===== src/core/uart_frame_pkg.sv =====
/*
  Shared constants and types for the serial frame and data block: register
  offsets, field positions, reset values, bit timing and packed carriers.
  Assumes a 50 MHz core clock and a byte-addressed register port.
*/
package uart_frame_pkg;
  // register byte offsets
  localparam logic [7:0] OFS_DATA = 8'h00;
  localparam logic [7:0] OFS_FRAME_FORMAT_CONTROL = 8'h04;
  localparam logic [7:0] OFS_ISTAT = 8'h20;
  localparam logic [7:0] OFS_IMASK = 8'h24;
  // frame-control field layout
  localparam int FC_WIDTH = 7;
  localparam logic [FC_WIDTH-1:0] FRAME_FORMAT_CONTROL_RESET = 7'h00;
  // receive word layout
  localparam int RW_WIDTH = 12;
  localparam int RW_FRM = 8;
  localparam int RW_PAR = 9;
  localparam int RW_OVR = 10;
  localparam int RW_BRK = 11;
  // interrupt status layout
  localparam int IS_WIDTH = 6;
  localparam int IS_RX = 0;
  localparam int IS_TXDONE = 1;
  localparam int IS_OVR = 2;
  localparam int IS_BRK = 3;
  localparam int IS_PAR = 4;
  localparam int IS_FRM = 5;
  localparam logic [IS_WIDTH-1:0] IS_RESET = 6'h00;
  // bit timing
  localparam int CLK_HZ = 50000000;
  localparam int BAUD_BPS = 115200;
  localparam int BIT_CYC = CLK_HZ / BAUD_BPS;
  localparam int FIFO_DEPTH = 16;

  typedef struct packed {
    logic [1:0] word_length_select;
    logic fifo_on;
    logic two_stop_select;
    logic even_parity_select;
    logic parity_on;
    logic send_break;
  } frame_format_control_t;

  typedef struct packed {
    logic break_flag;
    logic overrun_flag;
    logic parity_fault_flag;
    logic framing_fault_flag;
    logic [7:0] data;
  } rx_word_t;

  typedef enum logic [2:0] {TX_IDLE, TX_START, TX_DATA, TX_PAR, TX_STOP, TX_BREAK} tx_state_t;
  typedef enum logic [2:0] {RX_IDLE, RX_START, RX_DATA, RX_PAR, RX_STOP, RX_WAIT} rx_state_t;
endpackage : uart_frame_pkg


===== src/core/uart_frame_data_control.sv =====
/*
  Serial frame and data path: character FIFOs, transmitter, receiver,
  register port and interrupt logic.
  Assumes all inputs are synchronous to I_CORE_CLK and that the line
  idles high; bit time is BIT_CYCLES core clocks, BIT_CYC by default.
*/
// Chosen here: the address-and-strobe port.
`timescale 1ns/1ps

// character fifo; holds one entry when i_fen is low
module uart_char_fifo #(
  parameter int W = 8,
  parameter int DEPTH = 16
) (
  input wire logic i_clk, // core clock
  input wire logic i_rst, // async reset
  input wire logic i_ce, // clock enable
  input wire logic i_fen, // buffered mode
  input wire logic i_push, // write entry
  input wire logic [W-1:0] i_din, // entry in
  input wire logic i_pop, // drop head
  output logic o_full, // no room
  output logic o_empty, // nothing held
  output logic [W-1:0] o_dout // head entry
);
  localparam int AW = $clog2(DEPTH);
  logic [W-1:0] mem [DEPTH];
  logic [AW-1:0] wp_q, rp_q;
  logic [AW:0] cnt_q, cap;
  logic do_push, do_pop;

  // capacity follows the buffering mode
  assign cap = i_fen ? (AW+1)'(DEPTH) : (AW+1)'(1);
  assign o_full = cnt_q >= cap;
  assign o_empty = cnt_q == '0;
  assign o_dout = mem[rp_q];
  assign do_push = i_ce & i_push & ~o_full;
  assign do_pop = i_ce & i_pop & ~o_empty;

  // storage array
  always_ff @(posedge i_clk) begin
    if (do_push) begin
      mem[wp_q] <= i_din;
    end
  end

  // pointers and fill count
  always_ff @(posedge i_clk or posedge i_rst) begin
    if (i_rst) begin
      wp_q <= '0;
      rp_q <= '0;
      cnt_q <= '0;
    end else begin
      if (do_push) wp_q <= wp_q + 1'b1;
      if (do_pop) rp_q <= rp_q + 1'b1;
      cnt_q <= cnt_q + (AW+1)'(do_push) - (AW+1)'(do_pop);
    end
  end
endmodule : uart_char_fifo

// Notes on behaviour
// - line low through a whole frame sets break flag, data reads zero
// - parity on and parity bit wrong for even/odd sense sets parity fault
// - missing stop bit sets the framing fault flag
// - data word reads zero above bit 11; flag bits ignore writes
// - received character stays readable after a read until replaced
// - writing data word low byte queues a character for sending
// - word length 11/10/01/00 gives 8/7/6/5 bits both ways
// - fifo enable selects buffered mode, else single holding entry
// - two-stop bit sends two stop bits, else one
// - receiver checks only the first stop bit
// - parity sense bit: set even, clear odd; idle without parity
// - parity enable adds parity on send and checks it on receive
// - break bit ends current character then holds line low
// - frame control reads zero above bit 6
// - error flags change only with the next received character
module uart_frame_data_control
  import uart_frame_pkg::*;
#(
  parameter int BIT_CYCLES = BIT_CYC,
  parameter int DEPTH = FIFO_DEPTH
) (
  input wire logic I_CORE_CLK, // core clock
  input wire logic I_RST, // async reset, high
  input wire logic I_CE, // clock enable
  input wire logic [7:0] I_ADDR, // register byte address
  input wire logic [31:0] I_WDATA, // write data
  input wire logic I_WR, // write strobe
  input wire logic I_RD, // read strobe
  output logic [31:0] O_RDATA, // read data, cycle after strobe
  output logic O_IRQ, // interrupt level
  input wire logic I_SERIAL_RX_IN, // serial line in
  output logic O_SERIAL_TX_OUT // serial_tx_out line
);
  localparam int CW = $clog2(BIT_CYCLES + 1);
  localparam logic [CW-1:0] BITM1 = CW'(BIT_CYCLES - 1);
  localparam logic [CW-1:0] HALFM1 = CW'(BIT_CYCLES / 2 - 1);

  if (BIT_CYCLES < 4 || DEPTH < 2 || (DEPTH & (DEPTH - 1)) != 0) begin : g_bad
    $error("unsupported bit time or fifo depth");
  end

  frame_format_control_t fc_q;
  logic [IS_WIDTH-1:0] ist_q, ist_d, msk_q, ev;
  logic [RW_WIDTH-1:0] last_q;
  logic [31:0] rdata_d;
  logic ovr_pend_q;
  logic hit_data, hit_frame_format_control, hit_ist, hit_msk;
  logic wr_data, rd_data, wr_frame_format_control, wr_ist, wr_msk;
  logic [2:0] last_idx;
  logic [7:0] dmask;
  logic tx_full, tx_empty, tx_pop, tx_fin, tx_tick, tx_pbit, tx_d, tx_q;
  logic [7:0] tx_dout, tx_sh_q, tx_sh_d;
  logic [CW-1:0] tx_cnt_q, tx_cnt_d, rx_cnt_q, rx_cnt_d;
  logic [2:0] tx_idx_q, tx_idx_d, rx_idx_q, rx_idx_d;
  logic tx_stp_q, tx_stp_d;
  tx_state_t tx_st_q, tx_st_d;
  rx_state_t rx_st_q, rx_st_d;
  logic rx_full, rx_empty, rx_push, rx_pop, rx_done, rx_tick;
  logic [7:0] rx_sh_q, rx_sh_d;
  logic rx_pb_q, rx_pb_d, rx_zero_q, rx_zero_d;
  rx_word_t rx_word, rx_head;

  // register decode
  assign hit_data = I_ADDR == OFS_DATA;
  assign hit_frame_format_control = I_ADDR == OFS_FRAME_FORMAT_CONTROL;
  assign hit_ist = I_ADDR == OFS_ISTAT;
  assign hit_msk = I_ADDR == OFS_IMASK;
  assign wr_data = I_WR & hit_data;
  assign rd_data = I_RD & hit_data;
  assign wr_frame_format_control = I_WR & hit_frame_format_control;
  assign wr_ist = I_WR & hit_ist;
  assign wr_msk = I_WR & hit_msk;

  // character size and data mask from word length
  assign last_idx = {1'b1, fc_q.word_length_select};
  assign dmask = 8'hFF >> (2'd3 - fc_q.word_length_select);

  // transmit queue; host low byte becomes next character
  uart_char_fifo #(.W(8), .DEPTH(DEPTH)) u_txq (
    .i_clk(I_CORE_CLK),
    .i_rst(I_RST),
    .i_ce(I_CE),
    .i_fen(fc_q.fifo_on),
    .i_push(wr_data),
    .i_din(I_WDATA[7:0]),
    .i_pop(tx_pop),
    .o_full(tx_full),
    .o_empty(tx_empty),
    .o_dout(tx_dout)
  );

  // receive queue of characters with their flags
  uart_char_fifo #(.W(RW_WIDTH), .DEPTH(DEPTH)) u_rxq (
    .i_clk(I_CORE_CLK),
    .i_rst(I_RST),
    .i_ce(I_CE),
    .i_fen(fc_q.fifo_on),
    .i_push(rx_push),
    .i_din(rx_word),
    .i_pop(rx_pop),
    .o_full(rx_full),
    .o_empty(rx_empty),
    .o_dout(rx_head)
  );

  // transmitter bit timing and parity
  assign tx_tick = tx_cnt_q == '0;
  assign tx_pbit = ^(tx_sh_q & dmask) ^ ~fc_q.even_parity_select;

  // transmitter sequencing
  always_comb begin
    tx_st_d = tx_st_q;
    tx_cnt_d = tx_tick ? BITM1 : tx_cnt_q - 1'b1;
    tx_idx_d = tx_idx_q;
    tx_sh_d = tx_sh_q;
    tx_stp_d = tx_stp_q;
    tx_pop = 1'b0;
    tx_fin = 1'b0;
    unique case (tx_st_q)
      TX_IDLE: begin
        tx_cnt_d = BITM1;
        if (fc_q.send_break) begin
          tx_st_d = TX_BREAK;
        end else if (!tx_empty) begin
          tx_pop = 1'b1;
          tx_sh_d = tx_dout;
          tx_st_d = TX_START;
        end
      end
      TX_START: begin
        tx_idx_d = 3'd0;
        if (tx_tick) tx_st_d = TX_DATA;
      end
      TX_DATA: begin
        if (tx_tick) begin
          tx_idx_d = tx_idx_q + 1'b1;
          tx_stp_d = fc_q.two_stop_select;
          if (tx_idx_q == last_idx) begin
            tx_st_d = fc_q.parity_on ? TX_PAR : TX_STOP;
          end
        end
      end
      TX_PAR: begin
        tx_stp_d = fc_q.two_stop_select;
        if (tx_tick) tx_st_d = TX_STOP;
      end
      TX_STOP: begin
        if (tx_tick) begin
          tx_stp_d = 1'b0;
          if (!tx_stp_q) begin
            tx_st_d = TX_IDLE;
            tx_fin = 1'b1;
          end
        end
      end
      TX_BREAK: begin
        tx_cnt_d = BITM1;
        if (!fc_q.send_break) tx_st_d = TX_IDLE;
      end
      default: tx_st_d = TX_IDLE;
    endcase
  end

  // transmit line level: low start, data lsb first, parity, high stop
  assign tx_d = (tx_st_q == TX_START || tx_st_q == TX_BREAK) ? 1'b0 :
                (tx_st_q == TX_DATA) ? tx_sh_q[tx_idx_q] :
                (tx_st_q == TX_PAR) ? tx_pbit : 1'b1;
  assign O_SERIAL_TX_OUT = tx_q;

  // transmitter registers
  always_ff @(posedge I_CORE_CLK or posedge I_RST) begin
    if (I_RST) begin
      tx_st_q <= TX_IDLE;
      tx_cnt_q <= '0;
      tx_idx_q <= '0;
      tx_sh_q <= '0;
      tx_stp_q <= 1'b0;
      tx_q <= 1'b1;
    end else if (I_CE) begin
      tx_st_q <= tx_st_d;
      tx_cnt_q <= tx_cnt_d;
      tx_idx_q <= tx_idx_d;
      tx_sh_q <= tx_sh_d;
      tx_stp_q <= tx_stp_d;
      tx_q <= tx_d;
    end
  end

  // receiver sampling at mid bit
  assign rx_tick = rx_cnt_q == '0;

  // receiver sequencing
  always_comb begin
    rx_st_d = rx_st_q;
    rx_cnt_d = rx_tick ? BITM1 : rx_cnt_q - 1'b1;
    rx_idx_d = rx_idx_q;
    rx_sh_d = rx_sh_q;
    rx_pb_d = rx_pb_q;
    rx_zero_d = rx_zero_q;
    rx_done = 1'b0;
    unique case (rx_st_q)
      RX_IDLE: begin
        rx_cnt_d = HALFM1;
        rx_sh_d = 8'h00;
        rx_pb_d = 1'b0;
        rx_zero_d = 1'b1;
        rx_idx_d = 3'd0;
        if (!I_SERIAL_RX_IN) rx_st_d = RX_START;
      end
      RX_START: begin
        if (rx_tick) rx_st_d = I_SERIAL_RX_IN ? RX_IDLE : RX_DATA;
      end
      RX_DATA: begin
        if (rx_tick) begin
          rx_sh_d[rx_idx_q] = I_SERIAL_RX_IN;
          rx_zero_d = rx_zero_q & ~I_SERIAL_RX_IN;
          rx_idx_d = rx_idx_q + 1'b1;
          if (rx_idx_q == last_idx) begin
            rx_st_d = fc_q.parity_on ? RX_PAR : RX_STOP;
          end
        end
      end
      RX_PAR: begin
        if (rx_tick) begin
          rx_pb_d = I_SERIAL_RX_IN;
          rx_zero_d = rx_zero_q & ~I_SERIAL_RX_IN;
          rx_st_d = RX_STOP;
        end
      end
      RX_STOP: begin
        if (rx_tick) begin
          rx_done = 1'b1;
          rx_st_d = I_SERIAL_RX_IN ? RX_IDLE : RX_WAIT;
        end
      end
      RX_WAIT: begin
        if (I_SERIAL_RX_IN) rx_st_d = RX_IDLE;
      end
      default: rx_st_d = RX_IDLE;
    endcase
  end

  // assemble the received word at the first stop sample
  assign rx_word.break_flag = ~I_SERIAL_RX_IN & rx_zero_q;
  assign rx_word.overrun_flag = ovr_pend_q;
  assign rx_word.parity_fault_flag = fc_q.parity_on &
                                     (^(rx_sh_q & dmask) ^ rx_pb_q ^ ~fc_q.even_parity_select);
  assign rx_word.framing_fault_flag = ~I_SERIAL_RX_IN;
  assign rx_word.data = rx_word.break_flag ? 8'h00 : (rx_sh_q & dmask);
  assign rx_push = rx_done;
  assign rx_pop = rd_data;

  // receiver registers
  always_ff @(posedge I_CORE_CLK or posedge I_RST) begin
    if (I_RST) begin
      rx_st_q <= RX_IDLE;
      rx_cnt_q <= '0;
      rx_idx_q <= '0;
      rx_sh_q <= '0;
      rx_pb_q <= 1'b0;
      rx_zero_q <= 1'b1;
    end else if (I_CE) begin
      rx_st_q <= rx_st_d;
      rx_cnt_q <= rx_cnt_d;
      rx_idx_q <= rx_idx_d;
      rx_sh_q <= rx_sh_d;
      rx_pb_q <= rx_pb_d;
      rx_zero_q <= rx_zero_d;
    end
  end

  // overrun: lost character marks the next stored one
  always_ff @(posedge I_CORE_CLK or posedge I_RST) begin
    if (I_RST) begin
      ovr_pend_q <= 1'b0;
    end else if (I_CE && rx_done) begin
      ovr_pend_q <= rx_full;
    end
  end

  // interrupt events and sticky status; a set beats a clear
  assign ev[IS_RX] = rx_done & ~rx_full;
  assign ev[IS_TXDONE] = tx_fin & tx_empty;
  assign ev[IS_OVR] = rx_done & rx_full;
  assign ev[IS_BRK] = rx_done & rx_word.break_flag;
  assign ev[IS_PAR] = rx_done & rx_word.parity_fault_flag;
  assign ev[IS_FRM] = rx_done & rx_word.framing_fault_flag;
  assign ist_d = (ist_q & ~(wr_ist ? I_WDATA[IS_WIDTH-1:0] : '0)) | ev;
  assign O_IRQ = |(ist_q & msk_q);

  // read mux; upper bits read zero
  assign rdata_d = hit_data ? {20'h00000, rx_empty ? last_q : rx_head} :
                   hit_frame_format_control ? {25'h0000000, fc_q} :
                   hit_ist ? {26'h0000000, ist_q} :
                   hit_msk ? {26'h0000000, msk_q} : 32'h00000000;

  // host-visible registers
  always_ff @(posedge I_CORE_CLK or posedge I_RST) begin
    if (I_RST) begin
      fc_q <= FRAME_FORMAT_CONTROL_RESET;
      ist_q <= IS_RESET;
      msk_q <= IS_RESET;
      last_q <= '0;
      O_RDATA <= '0;
    end else if (I_CE) begin
      ist_q <= ist_d;
      if (wr_frame_format_control) fc_q <= I_WDATA[FC_WIDTH-1:0];
      if (wr_msk) msk_q <= I_WDATA[IS_WIDTH-1:0];
      if (rd_data && !rx_empty) last_q <= rx_head;
      O_RDATA <= I_RD ? rdata_d : 32'h00000000;
    end
  end
endmodule : uart_frame_data_control


===== config.mk =====
export PLATFORM = sky130hd
export DESIGN_NAME = uart_frame_data_control
export DESIGN_NICKNAME = d
export VERILOG_FILES = /design/src/core/uart_frame_pkg.sv /design/src/core/uart_frame_data_control.sv
export SDC_FILE = /design/constraint.sdc
export NUM_CORES = 1
export LEC_CHECK = 0
export ABC_AREA = 1
export BUFFER_PORTS_ARGS = -buffer_cell sky130_fd_sc_hd__buf_2
export CORE_MARGIN = 2
export CORE_UTILIZATION = 56
export CTS_BUF_LIST = sky130_fd_sc_hd__clkbuf_16
export CTS_CLUSTER_DIAMETER = 100
export CTS_CLUSTER_SIZE = 25
export DETAILED_ROUTE_END_ITERATION = 10
export GPL_TIMING_DRIVEN = 1
export PLACE_DENSITY = 0.87
export SYNTH_ARGS = -nofsm -noshare
export SYNTH_HDL_FRONTEND = slang
export SYNTH_HIERARCHICAL = 1
export SYNTH_SLANG_ARGS = --single-unit

===== constraint.sdc =====
create_clock -name I_CORE_CLK -period 3 [get_ports I_CORE_CLK]
set_input_delay 0.15 -clock I_CORE_CLK [delete_from_list [all_inputs] [get_ports I_CORE_CLK]]
set_output_delay 0.15 -clock I_CORE_CLK [all_outputs]
set_load 0.02 [all_outputs]

[Word level (Yosys, flattened, before mapping)]
Memories as Yosys holds them, arrays and structs flattened. A register that Yosys moved wholly into a read port is not among the register bits.
Index checks and enable logic that the tools add are counted.
Widths: inputs -> output; s select.
Word-level totals
  flip-flop bits (word level): 132
  bits in writable memories: 320
  input bits: 46
  output and inout port bits: 34
  memories kept: 2
Memories
  u_rxq.mem: words 16, bits a word 12, rd ports 1, clocked after Yosys merged registers in 0, write ports 1, line uart_frame_data_control.sv:27  | logic [W-1:0] mem [DEPTH];
  u_txq.mem: words 16, bits a word 8, rd ports 1, clocked after Yosys merged registers in 1, write ports 1, line uart_frame_data_control.sv:27
Operators by class
  add/subtract/negate cells: 13
  order comparisons: 5
  eq/ne operators: 31
  shifts and indexed selects: 1
  mux-type cells: 67
  bitwise operators: 37
  reductions and logical operators: 33
Operators by type and width (count)
  $mux 3: 20
  $mux 12: 3
  $mux 9: 4
  $pmux 3 s6: 2
  $ne 2x2->1 const B: 14
  $and 1x1->1: 21
  $mux 1: 21
  $logic_not 9->1: 2
  $mux 6: 3
  $sub 9x1->9 const B: 2
  $add 4x1->4 const B: 4
  $and 8x8->8: 2
  $eq 8x6->1 const B: 2
  $mux 8: 2
  $pmux 8 s2: 1
  $reduce_xor 8->1: 2
  $and 6x6->6: 2
  $eq 3x2->1 const B: 4
  $eq 3x3->1 const B: 4
  $pmux 3 s2: 2
  $reduce_and 3->1: 4
  $add 5x1->5: 2
  $ge 5x5->1: 2
  $logic_not 5->1: 2
  36 further kinds: 60

[Longest topological paths before layout]
Gate-level depths: netlist of run 1.
  depth in word-level cells: 9
  depth in mapped cells: 20
  gate-level depth less buffers: 19

[By module]
The synthesis of run 1 kept the hierarchy.
Modules (own cells, without submodules)
  uart_char_fifo (u_rxq): instances 1, cells an instance 890, area an instance 9113.7 µm², sequential area each 6090.8 µm²
  uart_char_fifo (u_txq): instances 1, cells an instance 639, area an instance 6408.6 µm², sequential area each 4169.0 µm²
  uart_frame_data_control: instances 1, cells an instance 744, area an instance 5447.7 µm², sequential area each 2354.8 µm²

[Worst setup path after synthesis of run 1]
Ideal clock, no wire load.
  path type: register to register
  from: register rx_cnt_q[0]
  to: register u_rxq.cnt_q[4]
  setup time: 0.128 ns
  data arrival time: 2.807 ns
  required time: 2.872 ns
  setup slack: 0.066 ns
  cell stages (with the launch flop): 21
  path buffers: 1
  path through: dfrtp_1 -> inv_1 -> ha_1 -> nand2_2 -> nor2_4 -> nand2_4 -> inv_2 -> nand2_1 -> inv_1 -> nand2_1 -> inv_1 -> nand3_2 -> buf_6 -> ha_1 -> inv_1 -> ha_1 -> inv_1 -> fa_1 -> o21ai_0 -> a21oi_1 -> xor2_1
Between the ends
  cells in the longest elaborated chain, start to end: 7
Ends and longest elaborated chain
  from (decl): line uart_frame_data_control.sv:114  | logic [CW-1:0] tx_cnt_q, tx_cnt_d, rx_cnt_q, rx_cnt_d;
  from (signal assigned): line uart_frame_data_control.sv:325  | rx_cnt_q <= rx_cnt_d;
  $logic_not 9->1: line uart_frame_data_control.sv:251  | assign rx_tick = rx_cnt_q == '0;
  $mux 1: line uart_frame_data_control.sv:292  | if (rx_tick) begin
  $mux 1: line uart_frame_data_control.sv:262  | unique case (rx_st_q)
  via rx_done: line uart_frame_data_control.sv:119  | logic rx_full, rx_empty, rx_push, rx_pop, rx_done, rx_tick;
  $and 1x1->1 (2 in a row): line uart_frame_data_control.sv:37  | assign do_push = i_ce & i_push & ~o_full;
  $add 5x1->5: line uart_frame_data_control.sv:56  | cnt_q <= cnt_q + (AW+1)'(do_push) - (AW+1)'(do_pop);
  $sub 5x1->5: line uart_frame_data_control.sv:56
  to (signal assigned): line uart_frame_data_control.sv:56
  to (decl): line uart_frame_data_control.sv:29  | logic [AW:0] cnt_q, cap;
The timed path passes the listed nets, and every way through them passes these cells.
A chain may end at the register's enable or synchronous reset.

[Worst setup path in the final report of run 1]
  from: register fc_q[4] in the netlist's numbering
  to: register u_rxq.cnt_q[4]
Between the ends
  cells in the longest elaborated chain, start to end: 6
Ends and longest elaborated chain
  from (decl): line uart_frame_data_control.sv:103  | frame_format_control_t fc_q;
  from (signal assigned): line uart_frame_data_control.sv:368  | if (wr_frame_format_control) fc_q <= I_WDATA[FC_WIDTH-1:0];
  $mux 5: line uart_frame_data_control.sv:33  | assign cap = i_fen ? (AW+1)'(DEPTH) : (AW+1)'(1);
  $ge 5x5->1: line uart_frame_data_control.sv:34  | assign o_full = cnt_q >= cap;
  $not 1->1: line uart_frame_data_control.sv:37
  $and 1x1->1: line uart_frame_data_control.sv:37
  $add 5x1->5: line uart_frame_data_control.sv:56
  $sub 5x1->5: line uart_frame_data_control.sv:56
No other way between the ends.

==> results.sh, run 1 <==
export IMPL_outcome="complete, no violations"
export IMPL_clock_skew_final_ns=0.0218
export IMPL_grt_antenna_before_repair=0
export IMPL_setup_violations=0
export IMPL_grt_pass1_wl_um=76300
export IMPL_fp_coreArea_sq_um=36700
export IMPL_insertedDiodeCount=0
export IMPL_die_area_sq_um=39000
export IMPL_drive_gt1_frac=0.0660
export IMPL_max_freq_mhz=351
export IMPL_hpwl_um=31000
export IMPL_powerDensity_nw_per_um2=655
export IMPL_drt_wl_total_um=47400
export IMPL_start_kind="flop"
export IMPL_hold_end="u_txq/mem[9][7]"
export IMPL_syn_avg_cell_area_sq_um=9.23
export IMPL_finalHoldViolCount=0
export IMPL_post_place_cells=2740
export IMPL_nets=2384
export IMPL_ir_drop_mv=0.467
export IMPL_synth_area_sq_um=21000
export IMPL_root_buffer="clkbuf_16"
export IMPL_holdWs_ns=0.0351
export IMPL_cts_tree="built"
export IMPL_clock_sinks=440
export IMPL_n_fill_cell=2779
export IMPL_yosysWarnings=6
export IMPL_setup_worst_path_end_class="flop"
export IMPL_htree_levels=1
export IMPL_min_period_ns=2.85
export IMPL_slew_limit_headroom=0.199
export IMPL_numCtsBuffers=21
export IMPL_ant_nets=0
export IMPL_crit_type="flop to flop"
export IMPL_fin_crit_sh=0.948
export IMPL_tightest_slew_ns=1.20
export IMPL_grt_max_degree=100
export IMPL_dr_pass1_iters=6
export IMPL_worstHoldStart="I_WDATA[7]"
export IMPL_reg2reg_from="fc_q[4]"
export IMPL_globalRoute_totalOverflow=0
export IMPL_place_congestion=0.938
export IMPL_start_util=0.571
export IMPL_clk_pin_slew_ns=0.10
export IMPL_dieHeight_um=197
export IMPL_rows=70
export IMPL_synthCells=2272
export IMPL_reg2reg_to="u_rxq/cnt_q[4]"
export IMPL_route_detailed_drc=0
export IMPL_wl_per_cell_um=17.0
export IMPL_maxCapViolations=0
export IMPL_crit_required_ns=3.45
export IMPL_drtIter0Drc=1794
export IMPL_vias=15600
export IMPL_worstSkewPairLatency_ns=0.56
export IMPL_worstPathMaxFanout=7
export IMPL_power_leakage_nw=10.1
export IMPL_fin_cells=2785
export IMPL_clockBufferDepth=3
export IMPL_hold_path_depth=1
export IMPL_ios=80
export IMPL_numPortBuffers=35
export IMPL_hold_path_class="input port to flop"
export IMPL_grt_pass1_vias=15600
export IMPL_syn_to_final_growth_pct=6.22
export IMPL_die_x_um=197
export IMPL_slew_viol_final=0
export IMPL_ff2ff_setup_slack_ns=0.15
export IMPL_vias_per_cell=5.58
export IMPL_worstPathArrival_ns=3.29
export IMPL_ff2ff_path_depth=14
export IMPL_grtUsageTotal=0.245
==> flip-flops by register name, summed over array words and instances, names as in the netlist, 5 cells and up <==
| signal | cells |
|---|---|
| u_rxq/mem | 192 |
| u_txq/mem | 128 |
| O_RDATA | 12 |
| last_q | 12 |
| rx_cnt_q | 9 |
| tx_cnt_q | 9 |
| rx_sh_q | 8 |
| tx_sh_q | 8 |
| fc_q | 7 |
| ist_q | 6 |
| msk_q | 6 |
| u_rxq/cnt_q | 5 |
| u_txq/cnt_q | 5 |
==> worst max-delay path: stages (launching register included) <==
cell,delay (ns)
dfrtp_1,0.49
inv_1,0.12
ha_1,0.31
nand3_1,0.09
nand3_1,0.07
nand2_1,0.20
nand3_2,0.13
ha_1,0.32
inv_1,0.06
ha_1,0.17
inv_1,0.07
fa_2,0.36
o21ai_1,0.14
a21oi_1,0.08
xor2_1,0.14
==> routing by layer <==
metal  global-route usage  part of all wire  wire length, um  vias to the layer above
met5                    0                 0                0                        -
met2                0.432              0.50            23700                      755
met3               0.0278             0.078             3680                      121
met4                0.107             0.038             1810                        0
met1                0.307              0.38            18200                     7352
li1                     -                 -                -                     7325
==> layout make-up <==
class | instances | area (sq um) | share of cell area
flip-flops and latches | 440 | 12600 | 0.567
multi-input cells | 1412 | 6550 | 0.294
inverters | 336 | 1260 | 0.0568
repair buffers | 91 | 653 | 0.0293
well taps | 468 | 586 | 0.0263
clock buffers | 21 | 526 | 0.0236
clock inverters | 17 | 76.3 | 0.00343
==> placed cells by master (no fill, tap or decap), types with 33 or more instances in the layout <==
cell type	n
inv_1	336
dfrtp_1	116
buf_2	35
ha_1	33
o21ai_0	98
nor2_1	103
edfxtp_1	320
nand3_1	247
nand2_1	767
buf_4	49
==> what timing repair did <==
| item | 4_1_cts | 5_1_grt |
|---|---|---|
| endpoints found under the setup margin | 1 | 2 |
| hold buffers | 3 | 0 |
| setup buffers | 0 | 4 |
| endpoints found under the hold margin | 79 | 0 |
| resized for setup | 3 | 5 |
| pin swaps | 0 | 2 |
==> power breakdown <==
part	switching (W)	internal (W)	total (W)
Combinational	0.00289	0.00133	0.00421
Sequential	0.000337	0.00692	0.00726
Clock	0.00182	0.00130	0.00312
==> how the worst max path moves through the flow <==
stage	from	to	slack, ns
after floorplan	rx_cnt_q[0]	u_rxq/cnt_q[4]	0.07
after global placement	rx_cnt_q[0]	u_rxq/cnt_q[4]	0.17
after detailed placement	rx_cnt_q[0]	u_rxq/cnt_q[4]	-0.04
after CTS	rx_cnt_q[0]	u_rxq/cnt_q[4]	0.004
after global routing	rx_cnt_q[0]	u_rxq/cnt_q[4]	-0.03
final	fc_q[4]	u_rxq/cnt_q[4]	0.15
==> per-stage QoR <==
step / utilization / power, W / TNS [ns] / worst slack (ns) / cell area [sq um]
after floorplan: - / 0.0104 / 0 / 0.0656 / 21000
after global placement: 0.588 / 0.0112 / 0 / 0.170 / 21600
after detailed placement: 0.588 / 0.0114 / -0.0433 / -0.0433 / 21600
after CTS: 0.606 / 0.0145 / 0 / 0.00368 / 22200
after global routing: 0.607 / 0.0154 / -0.0333 / -0.0333 / 22300
final: 0.607 / 0.0146 / 0 / 0.155 / 22300
Power figures use the tool's default switching activity.
==> inputs of run 2 (changes only) <==
--- a/config.mk
+++ b/config.mk
@@ -17,5 +17,4 @@
 export PLACE_DENSITY = 0.87
 export SYNTH_ARGS = -nofsm -noshare
 export SYNTH_HDL_FRONTEND = slang
-export SYNTH_HIERARCHICAL = 1
 export SYNTH_SLANG_ARGS = --single-unit
==> run 2 against run 1 <==
Against the previous run: hold slack got worse by 0.012 ns; power fell by 3.6%; wire length down 7.3%; first-iteration DRC count is 9.9% lower; worst setup slack better by 0.089 ns; sequential power grew 0.6%; core utilization is 0.63 points lower.
==> results.sh, run 2 <==
export IMPL_outcome="complete, no violations"
export IMPL_worstPathArrival_ns=3.18
export IMPL_fin_cells=2454
export IMPL_drive_gt1_frac=0.0687
export IMPL_worstPathMaxFanout=5
export IMPL_met3RoutedLength_um=3500
export IMPL_max_freq_mhz=363
export IMPL_crit_required_ns=3.43
export IMPL_power_leakage_nw=8.54
export IMPL_insertedDiodeCount=0
export IMPL_fin_tns_setup_ns=0
export IMPL_ys_top_cells_by_area="edfxtp_1 (48%), dfrtp_1 (15%), nand2_1 (8.2%)"
export IMPL_grt_max_degree=68
export IMPL_met1_length_um=17000
export IMPL_fp_coreArea_sq_um=35300
export IMPL_rsz0062_at_grt="no"
export IMPL_regMostFlops="u_rxq.mem"
export IMPL_reg2reg_from="u_txq.cnt_q[3]"
export IMPL_clockBufferDepth=3
export IMPL_synth_fa_ha_area_frac=0.0240
export IMPL_ys_types=48
export IMPL_synthXorXnorAreaFrac=0.0136
export IMPL_globalRoute_totalOverflow=0
export IMPL_worstHoldStart="I_WDATA[7]"
export IMPL_htree_levels=1
export IMPL_dieHeight_um=192
export IMPL_seq_power_share=0.519
export IMPL_fin_crit_sh=0.919
export IMPL_synth_edf_count=320
export IMPL_maxCapViolations=0
export IMPL_root_buffer="clkbuf_16"
export IMPL_ios=80
export IMPL_ff2ff_path_depth=13
export IMPL_p_int_w=0.00939
export IMPL_nets=2061
export IMPL_synth_compound_area_share=0.0942
export IMPL_setup_violations=0
export IMPL_hpwl_um=29700
export IMPL_crit_type="flop to flop"
export IMPL_grtUsageTotal=0.239
export IMPL_die_area_sq_um=37000
export IMPL_n_fill_cell=2675
export IMPL_syn_to_final_growth_pct=6.60
export IMPL_vias_per_cell=5.83
export IMPL_finalHoldViolCount=0
export IMPL_top_regs="u_rxq.mem: 192 flops, u_txq.mem: 128 flops"
export IMPL_powerDensity_nw_per_um2=663
export IMPL_switching_power_w=0.00467
export IMPL_synth_top_area_frac=0.483
export IMPL_async_flop_share=0.273
export IMPL_swShare=0.332
export IMPL_vias=14300
export IMPL_hold_path_depth=1
export IMPL_post_place_cells=2413
export IMPL_place_congestion=0.920
export IMPL_drt_wl_total_um=44000
export IMPL_wl_per_cell_um=17.9
export IMPL_slew_viol_final=0
export IMPL_synthFlopType="edfxtp_1"
export IMPL_cts_tree="built"
export IMPL_yosysWarnings=0
export IMPL_yosysTopAreaCell="edfxtp_1"
export IMPL_combPwrFrac=0.260
export IMPL_synth_top_family_by_area="simple AND/OR/NAND/NOR gates"
export IMPL_final_cell_mix="nand2_1 (432), edfxtp_1 (320), nor2_1 (256), o21ai_0 (178), inv_1 (159)"
export IMPL_numPortBuffers=35
export IMPL_synthSimpleGateAreaFrac=0.176
export IMPL_setup_worst_path_end_class="flop"
export IMPL_largest_reg_flops=192
export IMPL_clock_skew_final_ns=0.0330
export IMPL_worstSkewPairLatency_ns=0.56
export IMPL_grt_pass1_wl_um=69900
export IMPL_min_period_ns=2.76
export IMPL_cts_setup_buffers=0
export IMPL_start_kind="flop"
export IMPL_tightest_slew_ns=1.27
export IMPL_grt_antenna_before_repair=1
export IMPL_hold_path_class="input port to flop"
export IMPL_synth_commonest_cells="nand2_1 (432), edfxtp_1 (320), nor2_1 (256)"
export IMPL_ys_seq_elements=440
export IMPL_routed_wl_met2_um=21800
export IMPL_ant_nets=0
export IMPL_drtIter0Drc=1617
export IMPL_ys_seq_area_frac=0.634
export IMPL_reg2reg_to="u_txq.cnt_q[4]"
export IMPL_die_x_um=192
export IMPL_syn_avg_cell_area_sq_um=10.2
export IMPL_layout_commonest_cell="nand2_1"
export IMPL_dr_pass1_iters=6
export IMPL_synthCells=1948
export IMPL_ir_drop_mv=0.727
export IMPL_clkPwrFrac=0.221
export IMPL_start_util=0.563
export IMPL_grt_pass1_vias=13800
export IMPL_rows=69
export IMPL_slew_limit_headroom=0.150
export IMPL_hold_end="u_txq.mem[7][7]"
export IMPL_clk_pin_slew_ns=0.10
export IMPL_top_layer="met5"
export IMPL_ff2ff_setup_slack_ns=0.24
export IMPL_synthMostInstantiatedCell="nand2_1"
export IMPL_synth_area_mux_share=0
export IMPL_clock_sinks=440
export IMPL_numCtsBuffers=21
export IMPL_synth_area_sq_um=19900
export IMPL_route_detailed_drc=0
-- run 2: worst max path at each step --
stage / from / endpoint / slack, ns
global route: u_txq.cnt_q[3] / u_txq.cnt_q[4] / 0.07
global placement: u_txq.cnt_q[3] / u_txq.cnt_q[4] / 0.40
finish: u_txq.cnt_q[3] / u_txq.cnt_q[4] / 0.24
detailed placement: u_txq.cnt_q[3] / u_txq.cnt_q[4] / 0.25
floorplan: u_rxq.cnt_q[2] / u_rxq.cnt_q[4] / 0.39
CTS: u_txq.cnt_q[3] / u_txq.cnt_q[4] / 0.24
-- run 2: area by class of cell --
class | instances | area (sq um) | area share
clock buffer | 21 | 526 | 0.0248
clock inverter | 17 | 73.8 | 0.00348
inverter | 159 | 602 | 0.0284
multi-input combinational | 1270 | 6200 | 0.293
sequential | 440 | 12600 | 0.595
tap | 461 | 577 | 0.0272
timing repair buffer | 86 | 603 | 0.0284
-- run 2: cells by family after synthesis --
group           after synthesis
compound gates              334
flops                       440
other cells                   1
fa+ha+maj                    37
buf+inv                     257
simple gates                848
xor+xnor                     31
-- run 2: worst max-delay path: stages (launching register included) --
cell,delay (ns)
dfrtp_1,0.42
inv_1,0.14
ha_1,0.22
nand3_1,0.16
nand4_1,0.14
inv_1,0.08
ha_1,0.29
inv_1,0.06
ha_1,0.17
inv_1,0.07
fa_1,0.45
o21ai_0,0.19
a21oi_1,0.11
xor2_1,0.15
-- run 2: stage by stage --
stage | utilization | worst slack (ns) | area (sq um) | power (W) | hold slack (ns)
finish | 0.601 | 0.244 | 21200 | 0.0141 | 0.0232
CTS | 0.601 | 0.236 | 21200 | 0.0141 | 0.0146
floorplan | - | 0.394 | 20000 | 0.0102 | 0.249
global placement | 0.583 | 0.402 | 20600 | 0.0108 | 0.295
detailed placement | 0.583 | 0.252 | 20600 | 0.0110 | 0.310
global route | 0.601 | 0.0730 | 21200 | 0.0148 | 0.0264
-- run 2: power groups by stage --
stage	logic, W	clock network [W]	registers (W)
3_5_place_dp	0.00359	0	0.00742
6_report	0.00365	0.00311	0.00730
3_3_place_gp	0.00342	0	0.00740
4_1_cts	0.00362	0.00315	0.00729
5_1_grt	0.00414	0.00335	0.00736
2_1_floorplan	0.00289	0	0.00726
-- run 2: what timing repair did --
action	CTS	global route
hold endpoints to repair	36	0
resized for setup	0	0
setup endpoints to repair	0	0
hold buffers	3	0
-- run 2: routing by layer --
layer  track usage  vias up
met4        0.0928        2
met3        0.0284      107
met1         0.310     6865
met2         0.415      718
met5             0        -
li1              -     6616
==> inputs of run 3 (changes only) <==
--- a/config.mk
+++ b/config.mk
@@ -5,7 +5,6 @@
 export SDC_FILE = /design/constraint.sdc
 export NUM_CORES = 1
 export LEC_CHECK = 0
-export ABC_AREA = 1
 export BUFFER_PORTS_ARGS = -buffer_cell sky130_fd_sc_hd__buf_2
 export CORE_MARGIN = 2
 export CORE_UTILIZATION = 56
==> run 3 against run 2 <==
Against the previous run: design area is 1.8% lower; global-route usage is 1.8 points lower; clock power is 1% higher; critical endpoint unchanged; largest cell class unchanged.
==> results.sh, run 3 <==
export IMPL_clock_skew_final_ns=0.0138
export IMPL_fin_total_pwr_w=0.0130
export IMPL_die_area_sq_um=35600
export IMPL_finalHoldViolCount=0
export IMPL_drt_wl_total_um=38400
export IMPL_synth_top_area_frac=0.504
export IMPL_cts_tree="built"
export IMPL_ys_types=76
export IMPL_dr_pass1_iters=8
export IMPL_setup_worst_path_end_class="flop"
export IMPL_worstSkewPairLatency_ns=0.54
export IMPL_largest_reg_flops=192
export IMPL_numCtsBuffers=21
export IMPL_p_int_w=0.00951
export IMPL_synth_edf_count=320
export IMPL_drive_gt1_frac=0.208
export IMPL_rows=67
export IMPL_post_place_cells=1693
export IMPL_grt_antenna_before_repair=1
export IMPL_ir_drop_mv=0.446
export IMPL_outcome="complete, no violations"
export IMPL_crit_path_top_delay_cell="or4b_4"
export IMPL_syn_avg_cell_area_sq_um=16.0
export IMPL_grt_pass1_vias=10700
export IMPL_synthMostInstantiatedCell="edfxtp_1"
export IMPL_swShare=0.268
export IMPL_n_fill_cell=2319
export IMPL_hold_path_depth=1
export IMPL_cp_common_cell="nor2_1"
export IMPL_ant_nets=0
export IMPL_ios=80
export IMPL_worstPathMaxFanout=4
export IMPL_synth_area_sq_um=19100
export IMPL_vias=10500
export IMPL_seq_power_share=0.553
export IMPL_power_leakage_nw=7.62
export IMPL_syn_to_final_growth_pct=9.19
export IMPL_fin_cells=1738
export IMPL_dieHeight_um=189
export IMPL_dp_slack_ns=-0.0263
export IMPL_fin_ws_ns=0.157
export IMPL_hold_path_class="input port to flop"
export IMPL_max_freq_mhz=352
export IMPL_wl_per_cell_um=22.1
export IMPL_fin_crit_sh=0.948
export IMPL_setup_violations=0
export IMPL_crit_type="flop to flop"
export IMPL_ys_seq_area_frac=0.661
export IMPL_critPathTopFamily="adder cells"
export IMPL_start_util=0.569
export IMPL_synthFlopType="edfxtp_1"
export IMPL_cp_depth=15
export IMPL_grt_pass1_wl_um=60500
export IMPL_grtUsageTotal=0.221
export IMPL_start_kind="flop"
export IMPL_regMostFlops="u_rxq.mem"
export IMPL_slew_viol_final=0
export IMPL_maxCapViolations=0
export IMPL_yosysWarnings=0
export IMPL_crit_required_ns=3.43
export IMPL_nets=1358
export IMPL_ys_seq_elements=440
export IMPL_fin_util=0.621
export IMPL_rsz0062_at_grt="no"
export IMPL_slew_limit_headroom=0.261
export IMPL_globalRoute_totalOverflow=0
export IMPL_synthCells=1194
export IMPL_async_flop_share=0.273
export IMPL_route_detailed_drc=0
export IMPL_cp_slowest_stage_delay_ns=0.49
export IMPL_final_cell_mix="edfxtp_1 (320), dfrtp_1 (116), nand2_1 (90), mux4_2 (85), buf_4 (63)"
export IMPL_path_buf_inv=4
export IMPL_cp_cell_sequence="inv_2 -> ha_2 -> or4b_4 -> nand3_4 -> inv_2 -> ha_1 -> inv_1 -> ha_2 -> inv_1 -> fa_2 -> nor2_1 -> nor2_1 -> nor2_1 -> nor2_1 -> xnor2_1"
export IMPL_fin_tns_setup_ns=0
export IMPL_clock_sinks=440
export IMPL_top_regs="u_rxq.mem: 192 flops, u_txq.mem: 128 flops"
export IMPL_hpwl_um=26400
export IMPL_powerDensity_nw_per_um2=624
export IMPL_numPortBuffers=35
export IMPL_ys_top_cells_by_area="edfxtp_1 (50%), dfrtp_1 (15%), mux4_2 (10%)"
export IMPL_htree_levels=1
export IMPL_die_x_um=189
export IMPL_clk_pin_slew_ns=0.10
export IMPL_tightest_slew_ns=1.10
export IMPL_synth_commonest_cells="edfxtp_1 (320), dfrtp_1 (118), nand2_1 (90)"
export IMPL_combPwrFrac=0.204
export IMPL_layout_commonest_cell="edfxtp_1"
export IMPL_fp_coreArea_sq_um=33500
export IMPL_drtIter0Drc=942
export IMPL_grt_max_degree=121
export IMPL_vias_per_cell=6.03
export IMPL_clkPwrFrac=0.243
export IMPL_switching_power_w=0.00349
export IMPL_min_period_ns=2.84
export IMPL_place_congestion=0.799
export IMPL_yosysTopAreaCell="edfxtp_1"
export IMPL_ff2ff_path_depth=15
export IMPL_root_buffer="clkbuf_16"
export IMPL_worstPathArrival_ns=3.27
export IMPL_clockBufferDepth=3
run 3: worst register-to-register path, stage by stage (launching register included):
cell     delay, ns
dfrtp_1       0.42
inv_2         0.09
ha_2          0.19
or4b_4        0.49
nand3_4       0.12
inv_2         0.05
ha_1          0.28
inv_1         0.07
ha_2          0.17
inv_1         0.05
fa_2          0.36
nor2_1        0.11
nor2_1        0.05
nor2_1        0.10
nor2_1        0.07
xnor2_1       0.12
run 3: cell type report:
class	instances	area, sq um	area share
clock buffers	21	526	0.0252
repair buffers	110	858	0.0412
flip-flops and latches	440	12600	0.606
clock inverters	16	91.3	0.00438
inverters	47	180	0.00865
diodes	1	2.50	0.000120
well taps	448	561	0.0269
multi-input cells	655	6000	0.288
run 3: what timing repair did:
item,CTS,global route
cloned,0,0
setup buffers,0,4
resized for setup,2,8
hold endpoints to repair,135,0
setup endpoints to repair,1,69
pin swaps,0,1
hold buffers,3,0
run 3: per-layer routing:
metal	vias up	part of all wire	track usage
met2	349	0.52	0.389
li1	4664	-	-
met1	5412	0.40	0.300
met5	-	0	0
met4	0	0.022	0.0529
met3	53	0.058	0.0235
run 3: cells by family after synthesis:
logic type | Yosys count | share of synthesized area
flip-flops | 440 | 0.661
AND/OR/NAND/NOR | 274 | 0.0741
AO/OA/AOI/OAI | 147 | 0.0523
multiplexers | 130 | 0.134
buffers and inverters | 118 | 0.0312
XOR/XNOR | 47 | 0.0223
adder cells (fa/ha/maj) | 37 | 0.0251
other | 1 | 0.000197
run 3: power groups by stage:
stage                     registers (W)  logic, W  clock network (W)
after global routing            0.00725   0.00292            0.00342
after detailed placement        0.00731   0.00262                  0
after CTS                       0.00719   0.00264            0.00321
after floorplan                 0.00716   0.00212                  0
final                           0.00719   0.00266            0.00315
after global placement          0.00728   0.00249                  0
run 3: worst paths after layout:
kind                                startpoint              end  slack, ns
worst max-delay path            u_txq.cnt_q[2]   u_txq.cnt_q[4]       0.16
worst min-delay path                I_WDATA[4]  u_txq.mem[1][4]       0.03
worst max register to register  u_txq.cnt_q[2]   u_txq.cnt_q[4]       0.16
worst min register to register       rx_zero_q        rx_zero_q       0.48
max in group asynchronous                I_RST    u_rxq.rp_q[0]       2.14
min in group asynchronous                I_RST      tx_cnt_q[4]       0.34
run 3: metrics by stage:
step	hold slack (ns)	area, sq um
2_1_floorplan	0.232	19200
3_3_place_gp	0.387	20100
3_5_place_dp	0.398	20100
4_1_cts	0.0134	20800
5_1_grt	0.0345	20800
6_report	0.0319	20800
